[src/verilog/oag_params.svh]
`ifndef OAG_PARAMS_SVH
`define OAG_PARAMS_SVH

// ---------------------------------------------------------------
// Opcodes of the processor-control group and of the FF group
// ---------------------------------------------------------------
`define OAG_OP_CARRY_SET 8'hf9
`define OAG_OP_CARRY_CLEAR 8'hf8
`define OAG_OP_CARRY_INVERT 8'hf5
`define OAG_OP_DIRECTION_SET 8'hfd
`define OAG_OP_DIRECTION_CLEAR 8'hfc
`define OAG_OP_INT_ENABLE_SET 8'hfb
`define OAG_OP_INT_ENABLE_CLEAR 8'hfa
`define OAG_OP_HALT 8'hf4
`define OAG_OP_TEST_WAIT 8'h9b
`define OAG_OP_LOCK 8'hf0
`define OAG_OP_NOP 8'h90
`define OAG_OP_GROUP_FF 8'hff
`define OAG_ESC_PREFIX 5'h1b

// ---------------------------------------------------------------
// Second-byte field positions and codes
// ---------------------------------------------------------------
`define OAG_MOD_HI 7
`define OAG_MOD_LO 6
`define OAG_REG_HI 5
`define OAG_REG_LO 3
`define OAG_RM_HI 2
`define OAG_RM_LO 0
`define OAG_MOD_NODISP 2'h0
`define OAG_MOD_DISP8 2'h1
`define OAG_MOD_DISP16 2'h2
`define OAG_MOD_REGISTER 2'h3
`define OAG_RM_DIRECT 3'h6
`define OAG_SUB_CALL 3'h2
`define OAG_SUB_JUMP 3'h4

// ---------------------------------------------------------------
// Segment select codes
// ---------------------------------------------------------------
`define OAG_SEG_EXTRA 2'h0
`define OAG_SEG_CODE 2'h1
`define OAG_SEG_STACK 2'h2
`define OAG_SEG_DATA 2'h3

// ---------------------------------------------------------------
// Reset values
// ---------------------------------------------------------------
`define OAG_RST_CARRY 1'b0
`define OAG_RST_DIRECTION 1'b0
`define OAG_RST_INT_ENABLE 1'b0

`endif

[src/verilog/oag_pkg.sv]
package oag_pkg;

	// -----------------------------------------------------------
	// Execution states
	// -----------------------------------------------------------
	typedef enum logic [1:0] {
		OAG_RUN = 2'h0,
		OAG_MEMWAIT = 2'h1,
		OAG_TESTWAIT = 2'h3,
		OAG_HALTED = 2'h2
	} oag_state_t;

	// -----------------------------------------------------------
	// Carriers
	// -----------------------------------------------------------
	typedef struct packed {
		logic [7:0] opcode;
		logic [7:0] modrm;
		logic [15:0] disp;
		logic [15:0] imm;
		logic hasModrm;
		logic hasImm;
		logic immWide;
		logic dstIsImm;
		logic segOvrValid;
		logic [1:0] segOvr;
	} oag_instr_t;

	typedef struct packed {
		logic [15:0] ax;
		logic [15:0] cx;
		logic [15:0] dx;
		logic [15:0] bx;
		logic [15:0] sp;
		logic [15:0] bp;
		logic [15:0] si;
		logic [15:0] di;
	} oag_regs_t;

	typedef struct packed {
		logic carry;
		logic direction;
		logic intEnable;
	} oag_flags_t;

	typedef struct packed {
		logic [15:0] ea;
		logic [1:0] seg;
	} oag_memreq_t;

	typedef struct packed {
		logic [7:0] opcode;
		logic [7:0] modrm;
	} oag_escape_t;

endpackage
[src/verilog/oag_operand_address_generator.sv]
`timescale 1ns/1ps
`include "oag_params.svh"

// Behaviour
// - Control instructions other than flag operations leave all flags unchanged.
// - Own opcodes set, clear or invert carry; set/clear direction and interrupt enable.
// - Halt stops execution until an interrupt or a reset.
// - Wait stalls execution until the coprocessor test pin is active.
// - Escape hands its operation to the external processor, not executed here.
// - Lock prefix keeps the bus locked during the following instruction.
// - Register-only instructions run internally and request no bus cycle.
// - Immediates of 8 or 16 bits come from the queue without bus cycles.
// - An immediate may only be a source, never a destination.
// - Memory operands pass an offset and segment to the bus interface unit.
// - Effective address is an unsigned 16-bit byte offset into the segment.
// - Effective address computation is chosen by second-byte fields.
// - Effective address sums displacement, base and index, in any combination.
// - Displacement is an 8 or 16-bit constant from the instruction.
// - Base component is only the general base or frame base register.
// - Index component is only the source or destination index register.
// - Frame base addressing uses stack segment unless a segment override is given.
// - Direct mode effective address equals the displacement alone.
// - Register indirect mode uses the base or index register without displacement.
// - Register indirect jump or call accepts any 16-bit general register.
// - Based mode adds displacement to general base or frame base register.
module oag_operand_address_generator (
	input wire logic sys_clk,
	input wire logic rst,
	input wire logic instrValid,
	input wire oag_pkg::oag_instr_t instr,
	input wire oag_pkg::oag_regs_t regs,
	input wire logic intPending,
	input wire logic coprocTestN,
	input wire logic biuDone,
	output logic instrReady_q,
	output oag_pkg::oag_flags_t flags_q,
	output logic halted_q,
	output logic testWaiting_q,
	output logic memReq_q,
	output oag_pkg::oag_memreq_t memAddr_q,
	output logic busLock_q,
	output logic immValid_q,
	output logic [15:0] immData_q,
	output logic coprocStart_q,
	output oag_pkg::oag_escape_t coprocOp_q,
	output logic jumpValid_q,
	output logic [15:0] jumpTarget_q,
	output logic illegalOp_q
);

	// -----------------------------------------------------------
	// Address functions
	// -----------------------------------------------------------
	function automatic logic [15:0] signExt8(input logic [7:0] v);
		return {{8{v[7]}}, v};
	endfunction

	function automatic logic [15:0] regByCode(input logic [2:0] code,
		input oag_pkg::oag_regs_t r);
		logic [15:0] v;
		v = r.ax;
		unique case (code)
			3'h0: v = r.ax;
			3'h1: v = r.cx;
			3'h2: v = r.dx;
			3'h3: v = r.bx;
			3'h4: v = r.sp;
			3'h5: v = r.bp;
			3'h6: v = r.si;
			3'h7: v = r.di;
		endcase
		return v;
	endfunction

	function automatic logic isDirect(input logic [7:0] m);
		return m[`OAG_MOD_HI:`OAG_MOD_LO] == `OAG_MOD_NODISP &&
			m[`OAG_RM_HI:`OAG_RM_LO] == `OAG_RM_DIRECT;
	endfunction

	function automatic logic usesFrameBase(input logic [7:0] m);
		logic [2:0] rm;
		rm = m[`OAG_RM_HI:`OAG_RM_LO];
		return rm == 3'h2 || rm == 3'h3 || (rm == 3'h6 && !isDirect(m));
	endfunction

	function automatic logic [15:0] dispOf(input logic [7:0] m, input logic [15:0] d);
		logic [15:0] v;
		v = 16'h0000;
		unique case (m[`OAG_MOD_HI:`OAG_MOD_LO])
			`OAG_MOD_DISP8: v = signExt8(d[7:0]);
			`OAG_MOD_DISP16: v = d;
			`OAG_MOD_NODISP: v = isDirect(m) ? d : 16'h0000;
			`OAG_MOD_REGISTER: v = 16'h0000;
		endcase
		return v;
	endfunction

	function automatic logic [15:0] baseOf(input logic [7:0] m,
		input oag_pkg::oag_regs_t r);
		logic [15:0] v;
		v = 16'h0000;
		unique case (m[`OAG_RM_HI:`OAG_RM_LO])
			3'h0, 3'h1, 3'h7: v = r.bx;
			3'h2, 3'h3: v = r.bp;
			3'h6: v = isDirect(m) ? 16'h0000 : r.bp;
			3'h4, 3'h5: v = 16'h0000;
		endcase
		return v;
	endfunction

	function automatic logic [15:0] indexOf(input logic [7:0] m,
		input oag_pkg::oag_regs_t r);
		logic [15:0] v;
		v = 16'h0000;
		unique case (m[`OAG_RM_HI:`OAG_RM_LO])
			3'h0, 3'h2, 3'h4: v = r.si;
			3'h1, 3'h3, 3'h5: v = r.di;
			3'h6, 3'h7: v = 16'h0000;
		endcase
		return v;
	endfunction

	function automatic logic [15:0] effAddr(input logic [7:0] m, input logic [15:0] d,
		input oag_pkg::oag_regs_t r);
		logic [17:0] s;
		s = {2'h0, dispOf(m, d)} + {2'h0, baseOf(m, r)} + {2'h0, indexOf(m, r)};
		return s[15:0];
	endfunction

	// -----------------------------------------------------------
	// Test pin synchroniser
	// -----------------------------------------------------------
	logic testMeta_q;
	logic testSync_q;

	always_ff @(posedge sys_clk or posedge rst) begin
		if (rst) begin
			testMeta_q <= 1'b1;
			testSync_q <= 1'b1;
		end else begin
			testMeta_q <= coprocTestN;
			testSync_q <= testMeta_q;
		end
	end

	// -----------------------------------------------------------
	// Decode of the accepted instruction
	// -----------------------------------------------------------
	oag_pkg::oag_state_t state_q;
	oag_pkg::oag_state_t state_d;
	logic lockPending_q;
	logic accept;
	logic illegal;
	logic isEscape;
	logic isRegOnly;
	logic isMem;
	logic isRegJump;
	logic [2:0] subOp;

	assign accept = instrValid && instrReady_q;
	assign illegal = instr.hasImm && instr.dstIsImm;
	assign isEscape = instr.opcode[7:3] == `OAG_ESC_PREFIX;
	assign isRegOnly = instr.hasModrm &&
		instr.modrm[`OAG_MOD_HI:`OAG_MOD_LO] == `OAG_MOD_REGISTER;
	assign isMem = instr.hasModrm && !isRegOnly;
	assign subOp = instr.modrm[`OAG_REG_HI:`OAG_REG_LO];
	assign isRegJump = instr.opcode == `OAG_OP_GROUP_FF && isRegOnly &&
		(subOp == `OAG_SUB_CALL || subOp == `OAG_SUB_JUMP);

	// -----------------------------------------------------------
	// Execution state
	// -----------------------------------------------------------
	always_comb begin
		state_d = state_q;
		unique case (state_q)
			oag_pkg::OAG_RUN: begin
				if (accept && !illegal) begin
					if (instr.opcode == `OAG_OP_HALT) begin
						state_d = oag_pkg::OAG_HALTED;
					end else if (instr.opcode == `OAG_OP_TEST_WAIT) begin
						state_d = oag_pkg::OAG_TESTWAIT;
					end else if (isMem) begin
						state_d = oag_pkg::OAG_MEMWAIT;
					end
				end
			end
			oag_pkg::OAG_MEMWAIT: begin
				if (biuDone) begin
					state_d = oag_pkg::OAG_RUN;
				end
			end
			oag_pkg::OAG_TESTWAIT: begin
				if (!testSync_q) begin
					state_d = oag_pkg::OAG_RUN;
				end
			end
			oag_pkg::OAG_HALTED: begin
				if (intPending) begin
					state_d = oag_pkg::OAG_RUN;
				end
			end
		endcase
	end

	always_ff @(posedge sys_clk or posedge rst) begin
		if (rst) begin
			state_q <= oag_pkg::OAG_RUN;
			instrReady_q <= 1'b1;
			halted_q <= 1'b0;
			testWaiting_q <= 1'b0;
			memReq_q <= 1'b0;
		end else begin
			state_q <= state_d;
			instrReady_q <= state_d == oag_pkg::OAG_RUN;
			halted_q <= state_d == oag_pkg::OAG_HALTED;
			testWaiting_q <= state_d == oag_pkg::OAG_TESTWAIT;
			memReq_q <= state_d == oag_pkg::OAG_MEMWAIT;
		end
	end

	// -----------------------------------------------------------
	// Flags
	// -----------------------------------------------------------
	always_ff @(posedge sys_clk or posedge rst) begin
		if (rst) begin
			flags_q.carry <= `OAG_RST_CARRY;
			flags_q.direction <= `OAG_RST_DIRECTION;
			flags_q.intEnable <= `OAG_RST_INT_ENABLE;
		end else if (accept && !illegal) begin
			unique case (instr.opcode)
				`OAG_OP_CARRY_SET: flags_q.carry <= 1'b1;
				`OAG_OP_CARRY_CLEAR: flags_q.carry <= 1'b0;
				`OAG_OP_CARRY_INVERT: flags_q.carry <= !flags_q.carry;
				`OAG_OP_DIRECTION_SET: flags_q.direction <= 1'b1;
				`OAG_OP_DIRECTION_CLEAR: flags_q.direction <= 1'b0;
				`OAG_OP_INT_ENABLE_SET: flags_q.intEnable <= 1'b1;
				`OAG_OP_INT_ENABLE_CLEAR: flags_q.intEnable <= 1'b0;
				default: flags_q <= flags_q;
			endcase
		end
	end

	// -----------------------------------------------------------
	// Memory operand address and segment
	// -----------------------------------------------------------
	always_ff @(posedge sys_clk or posedge rst) begin
		if (rst) begin
			memAddr_q <= '0;
		end else if (accept && !illegal && isMem) begin
			memAddr_q.ea <= effAddr(instr.modrm, instr.disp, regs);
			if (instr.segOvrValid) begin
				memAddr_q.seg <= instr.segOvr;
			end else if (usesFrameBase(instr.modrm)) begin
				memAddr_q.seg <= `OAG_SEG_STACK;
			end else begin
				memAddr_q.seg <= `OAG_SEG_DATA;
			end
		end
	end

	// -----------------------------------------------------------
	// Bus lock
	// -----------------------------------------------------------
	always_ff @(posedge sys_clk or posedge rst) begin
		if (rst) begin
			lockPending_q <= 1'b0;
		end else if (accept) begin
			lockPending_q <= instr.opcode == `OAG_OP_LOCK;
		end
	end

	always_ff @(posedge sys_clk or posedge rst) begin
		if (rst) begin
			busLock_q <= 1'b0;
		end else if (accept) begin
			busLock_q <= lockPending_q;
		end else if (state_q == oag_pkg::OAG_RUN) begin
			busLock_q <= 1'b0;
		end
	end

	// -----------------------------------------------------------
	// Immediate operands
	// -----------------------------------------------------------
	always_ff @(posedge sys_clk or posedge rst) begin
		if (rst) begin
			immValid_q <= 1'b0;
			immData_q <= 16'h0000;
		end else begin
			immValid_q <= accept && !illegal && instr.hasImm;
			if (accept && instr.hasImm) begin
				immData_q <= instr.immWide ? instr.imm : signExt8(instr.imm[7:0]);
			end
		end
	end

	// -----------------------------------------------------------
	// Escape hand-off
	// -----------------------------------------------------------
	always_ff @(posedge sys_clk or posedge rst) begin
		if (rst) begin
			coprocStart_q <= 1'b0;
			coprocOp_q <= '0;
		end else begin
			coprocStart_q <= accept && !illegal && isEscape;
			if (accept && isEscape) begin
				coprocOp_q.opcode <= instr.opcode;
				coprocOp_q.modrm <= instr.modrm;
			end
		end
	end

	// -----------------------------------------------------------
	// Register indirect jump and call target
	// -----------------------------------------------------------
	always_ff @(posedge sys_clk or posedge rst) begin
		if (rst) begin
			jumpValid_q <= 1'b0;
			jumpTarget_q <= 16'h0000;
		end else begin
			jumpValid_q <= accept && !illegal && isRegJump;
			if (accept && isRegJump) begin
				jumpTarget_q <= regByCode(instr.modrm[`OAG_RM_HI:`OAG_RM_LO], regs);
			end
		end
	end

	// -----------------------------------------------------------
	// Illegal operand form
	// -----------------------------------------------------------
	always_ff @(posedge sys_clk or posedge rst) begin
		if (rst) begin
			illegalOp_q <= 1'b0;
		end else begin
			illegalOp_q <= accept && illegal;
		end
	end

endmodule

[config.mk]
export PLATFORM = sky130hd
export DESIGN_NAME = oag_operand_address_generator
export DESIGN_NICKNAME = d
export VERILOG_FILES = /design/src/verilog/oag_pkg.sv /design/src/verilog/oag_operand_address_generator.sv
export VERILOG_INCLUDE_DIRS = /design/src /design/src/verilog
export SDC_FILE = /design/constraint.sdc
export NUM_CORES = 1
export LEC_CHECK = 0
export ABC_AREA = 1
export BUFFER_PORTS_ARGS = -buffer_cell sky130_fd_sc_hd__buf_2
export CAP_MARGIN = 20
export CORE_ASPECT_RATIO = 0.8
export CORE_MARGIN = 3
export CORE_UTILIZATION = 52
export DETAILED_ROUTE_END_ITERATION = 8
export GPL_TIMING_DRIVEN = 0
export PLACE_DENSITY = 0.87
export SETUP_SLACK_MARGIN = 0.02
export SLEW_MARGIN = 25
export SYNTH_ARGS = -nofsm -noshare
export SYNTH_HDL_FRONTEND = slang
export SYNTH_SLANG_ARGS = --single-unit
[constraint.sdc]
create_clock -name sys_clk -period 4.6 [get_ports sys_clk]
set_input_delay 0.46 -clock sys_clk [delete_from_list [all_inputs] [get_ports sys_clk]]
set_output_delay 0.46 -clock sys_clk [all_outputs]
set_load 0.02 [all_outputs]
Word-level counts from Yosys, hierarchy flattened:

Cells that the tools add are included.

* bits in registers: 83
* input port bits: 189
* output and inout bits: 78
* word-level logic and storage cells: 120

* add/sub/neg operators: 2
* equal/unequal tests: 30
* muxes and demuxes: 25
* reductions and logical operators: 41

Operator list (number)
* case mux 16 bit (4 select lines): 2
* case mux 16 bit (8 select lines): 1
* two-way mux 16 bit: 6
* == test 8 bit (second input constant): 11
* case mux 16 bit (3 select lines): 1
* adder 16 bit: 2
* logical AND 1 bit: 17
* two-way mux 2 bit: 8
* == test 3 bit (second input constant): 5
* == test 2 bit (second input constant): 6
* == test 3 x 2 -> 1 bit (second input constant): 3
* OR reduction 3 bit: 3
* case mux 2 bit (4 select lines): 1
* == test 2 x 1 -> 1 bit (second input constant): 3
* logical NOT 2 bit: 3
* AND reduction 2 bit: 3
* nonzero test 2 bit: 3
* OR reduction 2 bit: 3
* == test 5 bit (second input constant): 1
* logical NOT 1 bit: 4
* case mux 1 bit (2 select lines): 2
* == test 3 x 1 -> 1 bit (second input constant): 1
* logical NOT 3 bit: 1
* logical OR 1 bit: 3
* 3 further kinds: 5

Longest topological paths before layout:

* depth after elaboration: 10
* depth in mapped cells: 19
* mapped depth without buffers: 19

Least setup slack after synthesis:

No wires, ideal clock.

* kind: in2reg
* start: input port instr[39] (netlist bit)
* end: register memAddr_q[17] (netlist bit)
* setup time: 0.117 ns
* data arrival time: 3.206 ns
* data required time: 4.483 ns
* path slack: 1.276 ns
* stages on the path: 18
* path buffers: 1
* cells stage by stage: buf_2 > nor2_8 > inv_2 > a21oi_4 > nor2_1 > inv_1 > nand2_1 > fa_1 > inv_1 > ha_1 > inv_1 > fa_1 > o21ai_1 > a21oi_1 > o21ai_0 > nand3_1 > nand3_1 > nand2_1

* longest elaborated chain between the ends: 7
* elaborated cells on any way between the ends: 25
* those cells by class: add/sub (2); eq/ne (7); mux (8); reduce/logical (8)

Ends and longest elaborated chain
* start, declared: line oag_operand_address_generator.sv:30 `input wire oag_pkg::oag_instr_t instr,`
* == test 3 bit: line oag_operand_address_generator.sv:102, oag_operand_address_generator.sv:115
* logical AND 1 bit (no line)
* two-way mux 16 bit, on equally long branches: line oag_operand_address_generator.sv:92, oag_operand_address_generator.sv:105
* case mux 16 bit (4 select lines), on equally long branches: line oag_operand_address_generator.sv:89, oag_operand_address_generator.sv:102
* two-way mux 16 bit: line oag_operand_address_generator.sv:249 `end else if (accept && !illegal && isMem) begin`
* adder 16 bit: line oag_operand_address_generator.sv:126 `s = {2'h0, dispOf(m, d)} + {2'h0, baseOf(m, r)} + {2'h0, indexOf(m, r)};`
* adder 16 bit (*): line oag_operand_address_generator.sv:126
* end, declared: line oag_operand_address_generator.sv:40 `output oag_pkg::oag_memreq_t memAddr_q,`

Mark *: on every way between the ends. The rest lies on a longest branch, timed or not. The select of a mux whose other input is x is not followed.
A chain may end at the register's enable or synchronous reset.

Worst setup path in the final report:

* start: input port instr[41] (netlist bit)
* end: register memAddr_q[17] (netlist bit)

Same word-level chain as after synthesis.

==> flow_results.org <==
** Run status
- Run status :: finished, final reports clean

** Worst setup path
- Cells on worst reg2reg path :: 8
- The most critical setup path has its startpoint at instr[41].
- On the worst path, the slowest cell contributes a delay of 0.45 ns.
- Required time worst endpoint :: 4.83 ns
- Reg2Reg Setup Slack :: 2.33 ns
- Along the worst path, the maximum fanout reaches 10.
- The critical path is of the in -> reg type.
- Setup crit end kind :: flop
- STA puts the critical path data arrival time at 4.21 ns.
- R2R Path End :: memAddr_q[4]
- Cell Chain, Critical Path :: buf_2 > inv_2 > nand2_2 > inv_1 > a21oi_4 > buf_2 > nor2_1 > a21oi_1 > fa_1 > inv_1 > ha_1 > inv_1 > fa_1 > o21ai_1 > a21oi_1 > o21ai_0 > nand3_1 > nand3_1 > nand2_1
- Worst Setup Start Kind :: input pin
- Among the stages of the critical path, the cell type that occurs most often is sky130_fd_sc_hd__inv_1.
- Worst R2R Start :: instrReady_q
- Slowest cell on crit path :: sky130_fd_sc_hd__fa_1

** Logic synthesis
- Post-synth top area cell :: sky130_fd_sc_hd__dfrtp_1
- Number of flops mapped to enable cells by yosys :: 0
- The synthesized design devotes to its leading area cell type 33.5% of total area.
- Dominant cells by area after synthesis :: sky130_fd_sc_hd__dfrtp_1 (33%), sky130_fd_sc_hd__nand2_1 (15%), sky130_fd_sc_hd__inv_1 (7.8%)
- Most frequently used flop master after synthesis :: sky130_fd_sc_hd__dfrtp_1
- Area of the mapped netlist :: 0.00598 mm^2
- Library cells used by synthesis :: 44
- For this run, the number of Yosys warnings is 0.
- Total nets after synthesis :: 1,081
- Average footprint of a synthesized cell :: 6.94 um^2
- Synthesis produced 862 cells.
- Sequential area share after synthesis :: 34.8%
- After synthesis the netlist holds a flip-flop and latch count of 83.
- Share of flip-flops with an asynchronous set or reset :: 100%

** STA
- Fin worst setup slack :: 0.616 ns
- Setup violations remaining at the end of the flow were counted as 0.
- Across the routed clock network, the largest skew measured is 0.00767 ns.
- Max-slew headroom at the worst pin :: 57.5%
- After routing, the total negative slack on setup checks comes to 0 ns.
- Number of pins with negative max-slew slack in the final report :: 0
- Minimum clock period :: 3.98 ns
- Ratio of final minimum period to clock period :: 86.6%
- At the pin with the least slew margin, the transition time is 0.637 ns.
- Across all hold checks on the routed design, the worst slack comes to 0.221 ns.
- The number of endpoints with negative hold slack in the final report was 0.
- F_max :: 251 MHz
- Unrepaired setup endpoints after global routing :: no

** Min path
- The min-delay analysis places its worst path in the category in -> async.

** Clocking
- Clock tree from TritonCTS :: yes
- The number of clock buffers added by TritonCTS is 9.
- For this design, the CTS-stage hold fixing added 0 buffers.
- The clock net in this run drives a total of 83 sinks.
- Root Driver :: sky130_fd_sc_hd__clkbuf_16
- After clock tree synthesis, the clock-pin slew on the worst setup and hold paths is 0.07 ns.
- Count of instances resized after the clock tree is built :: 0
- The clock passes through at most 2 buffers.
- The later pin in the worst-skew pair is clocked with a latency of 0.34 ns.
- In this run the post-CTS setup repair buffer count came out at 0.
- The H-tree generated during clock tree synthesis spans 3 levels.

** Routing
- Vias post-DR :: 7,158
- Count of TritonRoute iterations in the first routing pass :: 5
- Once detail routing completed, the nets flagged for antenna violations numbered 0.
- Routed wire length :: 22,000 um
- Dividing the detail-routed via count by the number of cells gives 5.56.
- In the routed design, unresolved DRC markers number 0.
- The detailed router finished its first iteration with 658 violations.
- Mean routed wirelength per cell :: 17.1 um

** Floorplanning
- Row Count :: 34
- In this run the count of I/O pins placed on the die edge is 267.
- In this run the vertical extent of the chip is 102 um.
- Horiz. Die Dim :: 126 um
- The initial utilization of the core area, before any placement, comes to 54.1%.
- Core region area :: 0.0111 mm^2
- The floorplan step defined a die boundary enclosing 0.0128 mm^2.

** Layout
- The finished cells cover 0.00782 mm^2.
- Area overhead of the layout relative to synthesis :: 30.7%
- Number of nets in the layout :: 1,357
- The library cell used most frequently in the layout, excluding fill and tap cells, is sky130_fd_sc_hd__buf_2.
- # fillers :: 987
- Of the cells placed in the final design, the portion with a size suffix greater than 1 is 28.0%.
- N_diodes :: 0
- Leaving out fill and tap cells, the most frequent cells in the layout are sky130_fd_sc_hd__buf_2 (275), sky130_fd_sc_hd__nand2_1 (236), sky130_fd_sc_hd__inv_1 (124).

** Global route
- Global routing finished with a remaining overflow of 0.
- Via count of the first global-routing pass :: 6,723
- Antenna violations before repair :: 0
- Across every metal layer, demand over resource in global routing totals 33.4%.
- Largest net degree at the start of global routing :: 50
- Global-route wire length before repair :: 33,700 um

** Placement
- Routability-driven placement finished with a final weighted congestion of 1.02.
- Input and output buffers added on the ports amount to 264.
- HPWL reported at the end of detailed placement :: 17,900 um
- Cell area after placement :: 0.00751 mm^2
- Worst slack, placed :: 0.334 ns

** Power
- Areal power density over the cells :: 360 mW/mm^2
- Leakage power total :: 0.00456 uW
- Worst-case vdd ir drop :: 187 uV

** Flow run
- Max-cap violations in this run came to 0.
## cell families (layout without fill, tap and decap cells)
kind of cell,count (synthesis),count (layout),synth area share (%)
simple gates,436,436,31.0
buf+inv,161,442,10.5
compound gates,146,146,14.6
flops,83,83,34.8
fa+ha+maj,30,30,8.28
xor+xnor,5,5,0.732
mux,1,1,0.167
## worst max-delay path, delay by kind of cell
kind	cells	cell delay [ns]
adders and majority gates	3	1.01
buffers and inverters	6	0.82
AOI/OAI and AO/OA	5	1.40
and+or+nand+nor	5	0.48
## per-stage QoR
| stage | util (%) | power [uW] | instances |
|---|---|---|---|
| 6_report | 70.7 | 2820 | 1287 |
| 5_1_grt | 70.7 | 2990 | 1287 |
| 4_1_cts | 70.7 | 2810 | 1287 |
| 3_5_place_dp | 67.9 | 2050 | 1271 |
| 3_3_place_gp | 67.7 | 2030 | 1270 |
| 2_1_floorplan | - | 1650 | 862 |
## sequential cells by signal, indices dropped and copies added, names as in the netlist, 2 cells and up
register / flops
immData_q: 16
flags_q: 3
state_q: 2
coprocOp_q: 16
jumpTarget_q: 16
memAddr_q: 18
## power by group
group          internal (uW)  leakage, uW  switching (uW)  total (uW)
combinational            398      0.00335             710        1110
sequential               874      0.00106            71.2         945
clock                    443     0.000151             321         764
## worst max-delay path by stage
stage                    end  depth (start not counted)
2_1_floorplan  memAddr_q[17]                         18
3_3_place_gp   memAddr_q[17]                         19
3_5_place_dp   memAddr_q[17]                         18
4_1_cts        memAddr_q[17]                         18
5_1_grt        memAddr_q[17]                         18
6_report       memAddr_q[17]                         19
## Yosys cell counts, types with 2 or more instances
cell type,count
sky130_fd_sc_hd__a211oi_1,5
sky130_fd_sc_hd__a21oi_1,46
sky130_fd_sc_hd__a21oi_4,2
sky130_fd_sc_hd__a221oi_1,12
sky130_fd_sc_hd__a31oi_1,8
sky130_fd_sc_hd__buf_2,11
sky130_fd_sc_hd__clkbuf_1,16
sky130_fd_sc_hd__dfrtp_1,80
sky130_fd_sc_hd__dfstp_2,3
sky130_fd_sc_hd__fa_1,16
sky130_fd_sc_hd__ha_1,14
sky130_fd_sc_hd__inv_1,125
sky130_fd_sc_hd__inv_2,7
sky130_fd_sc_hd__nand2_1,236
sky130_fd_sc_hd__nand3_1,55
sky130_fd_sc_hd__nand4_1,24
sky130_fd_sc_hd__nor2_1,95
sky130_fd_sc_hd__nor3_1,9
sky130_fd_sc_hd__o2111ai_1,2
sky130_fd_sc_hd__o21a_1,9
sky130_fd_sc_hd__o21ai_0,50
sky130_fd_sc_hd__o21ai_1,3
sky130_fd_sc_hd__o221ai_1,2
sky130_fd_sc_hd__o22ai_1,2
sky130_fd_sc_hd__o31ai_1,2
sky130_fd_sc_hd__or2_2,7
sky130_fd_sc_hd__xnor2_1,4
## layout make-up
| type | instances | area, um^2 | share of cell area [%] |
|---|---|---|---|
| buffer | 29 | 130 | 1.66 |
| tap | 144 | 180 | 2.30 |
| clock inverter | 6 | 71.3 | 0.912 |
| sequential | 83 | 2080 | 26.6 |
| multi-input combinational | 618 | 3280 | 41.9 |
| clock buffer | 10 | 239 | 3.06 |
| inverter | 132 | 498 | 6.37 |
| timing repair buffer | 265 | 1340 | 17.2 |
## per-layer routing
metal / up-vias / share of wire, % / track usage, %
li1: 3337 / - / -
met1: 3279 / 39 / 43.2
met2: 474 / 45 / 55.7
met3: 68 / 12 / 7.99
met4: 0 / 3.3 / 11.5
met5: - / 0 / 0
Power figures use the tool's default switching activity.
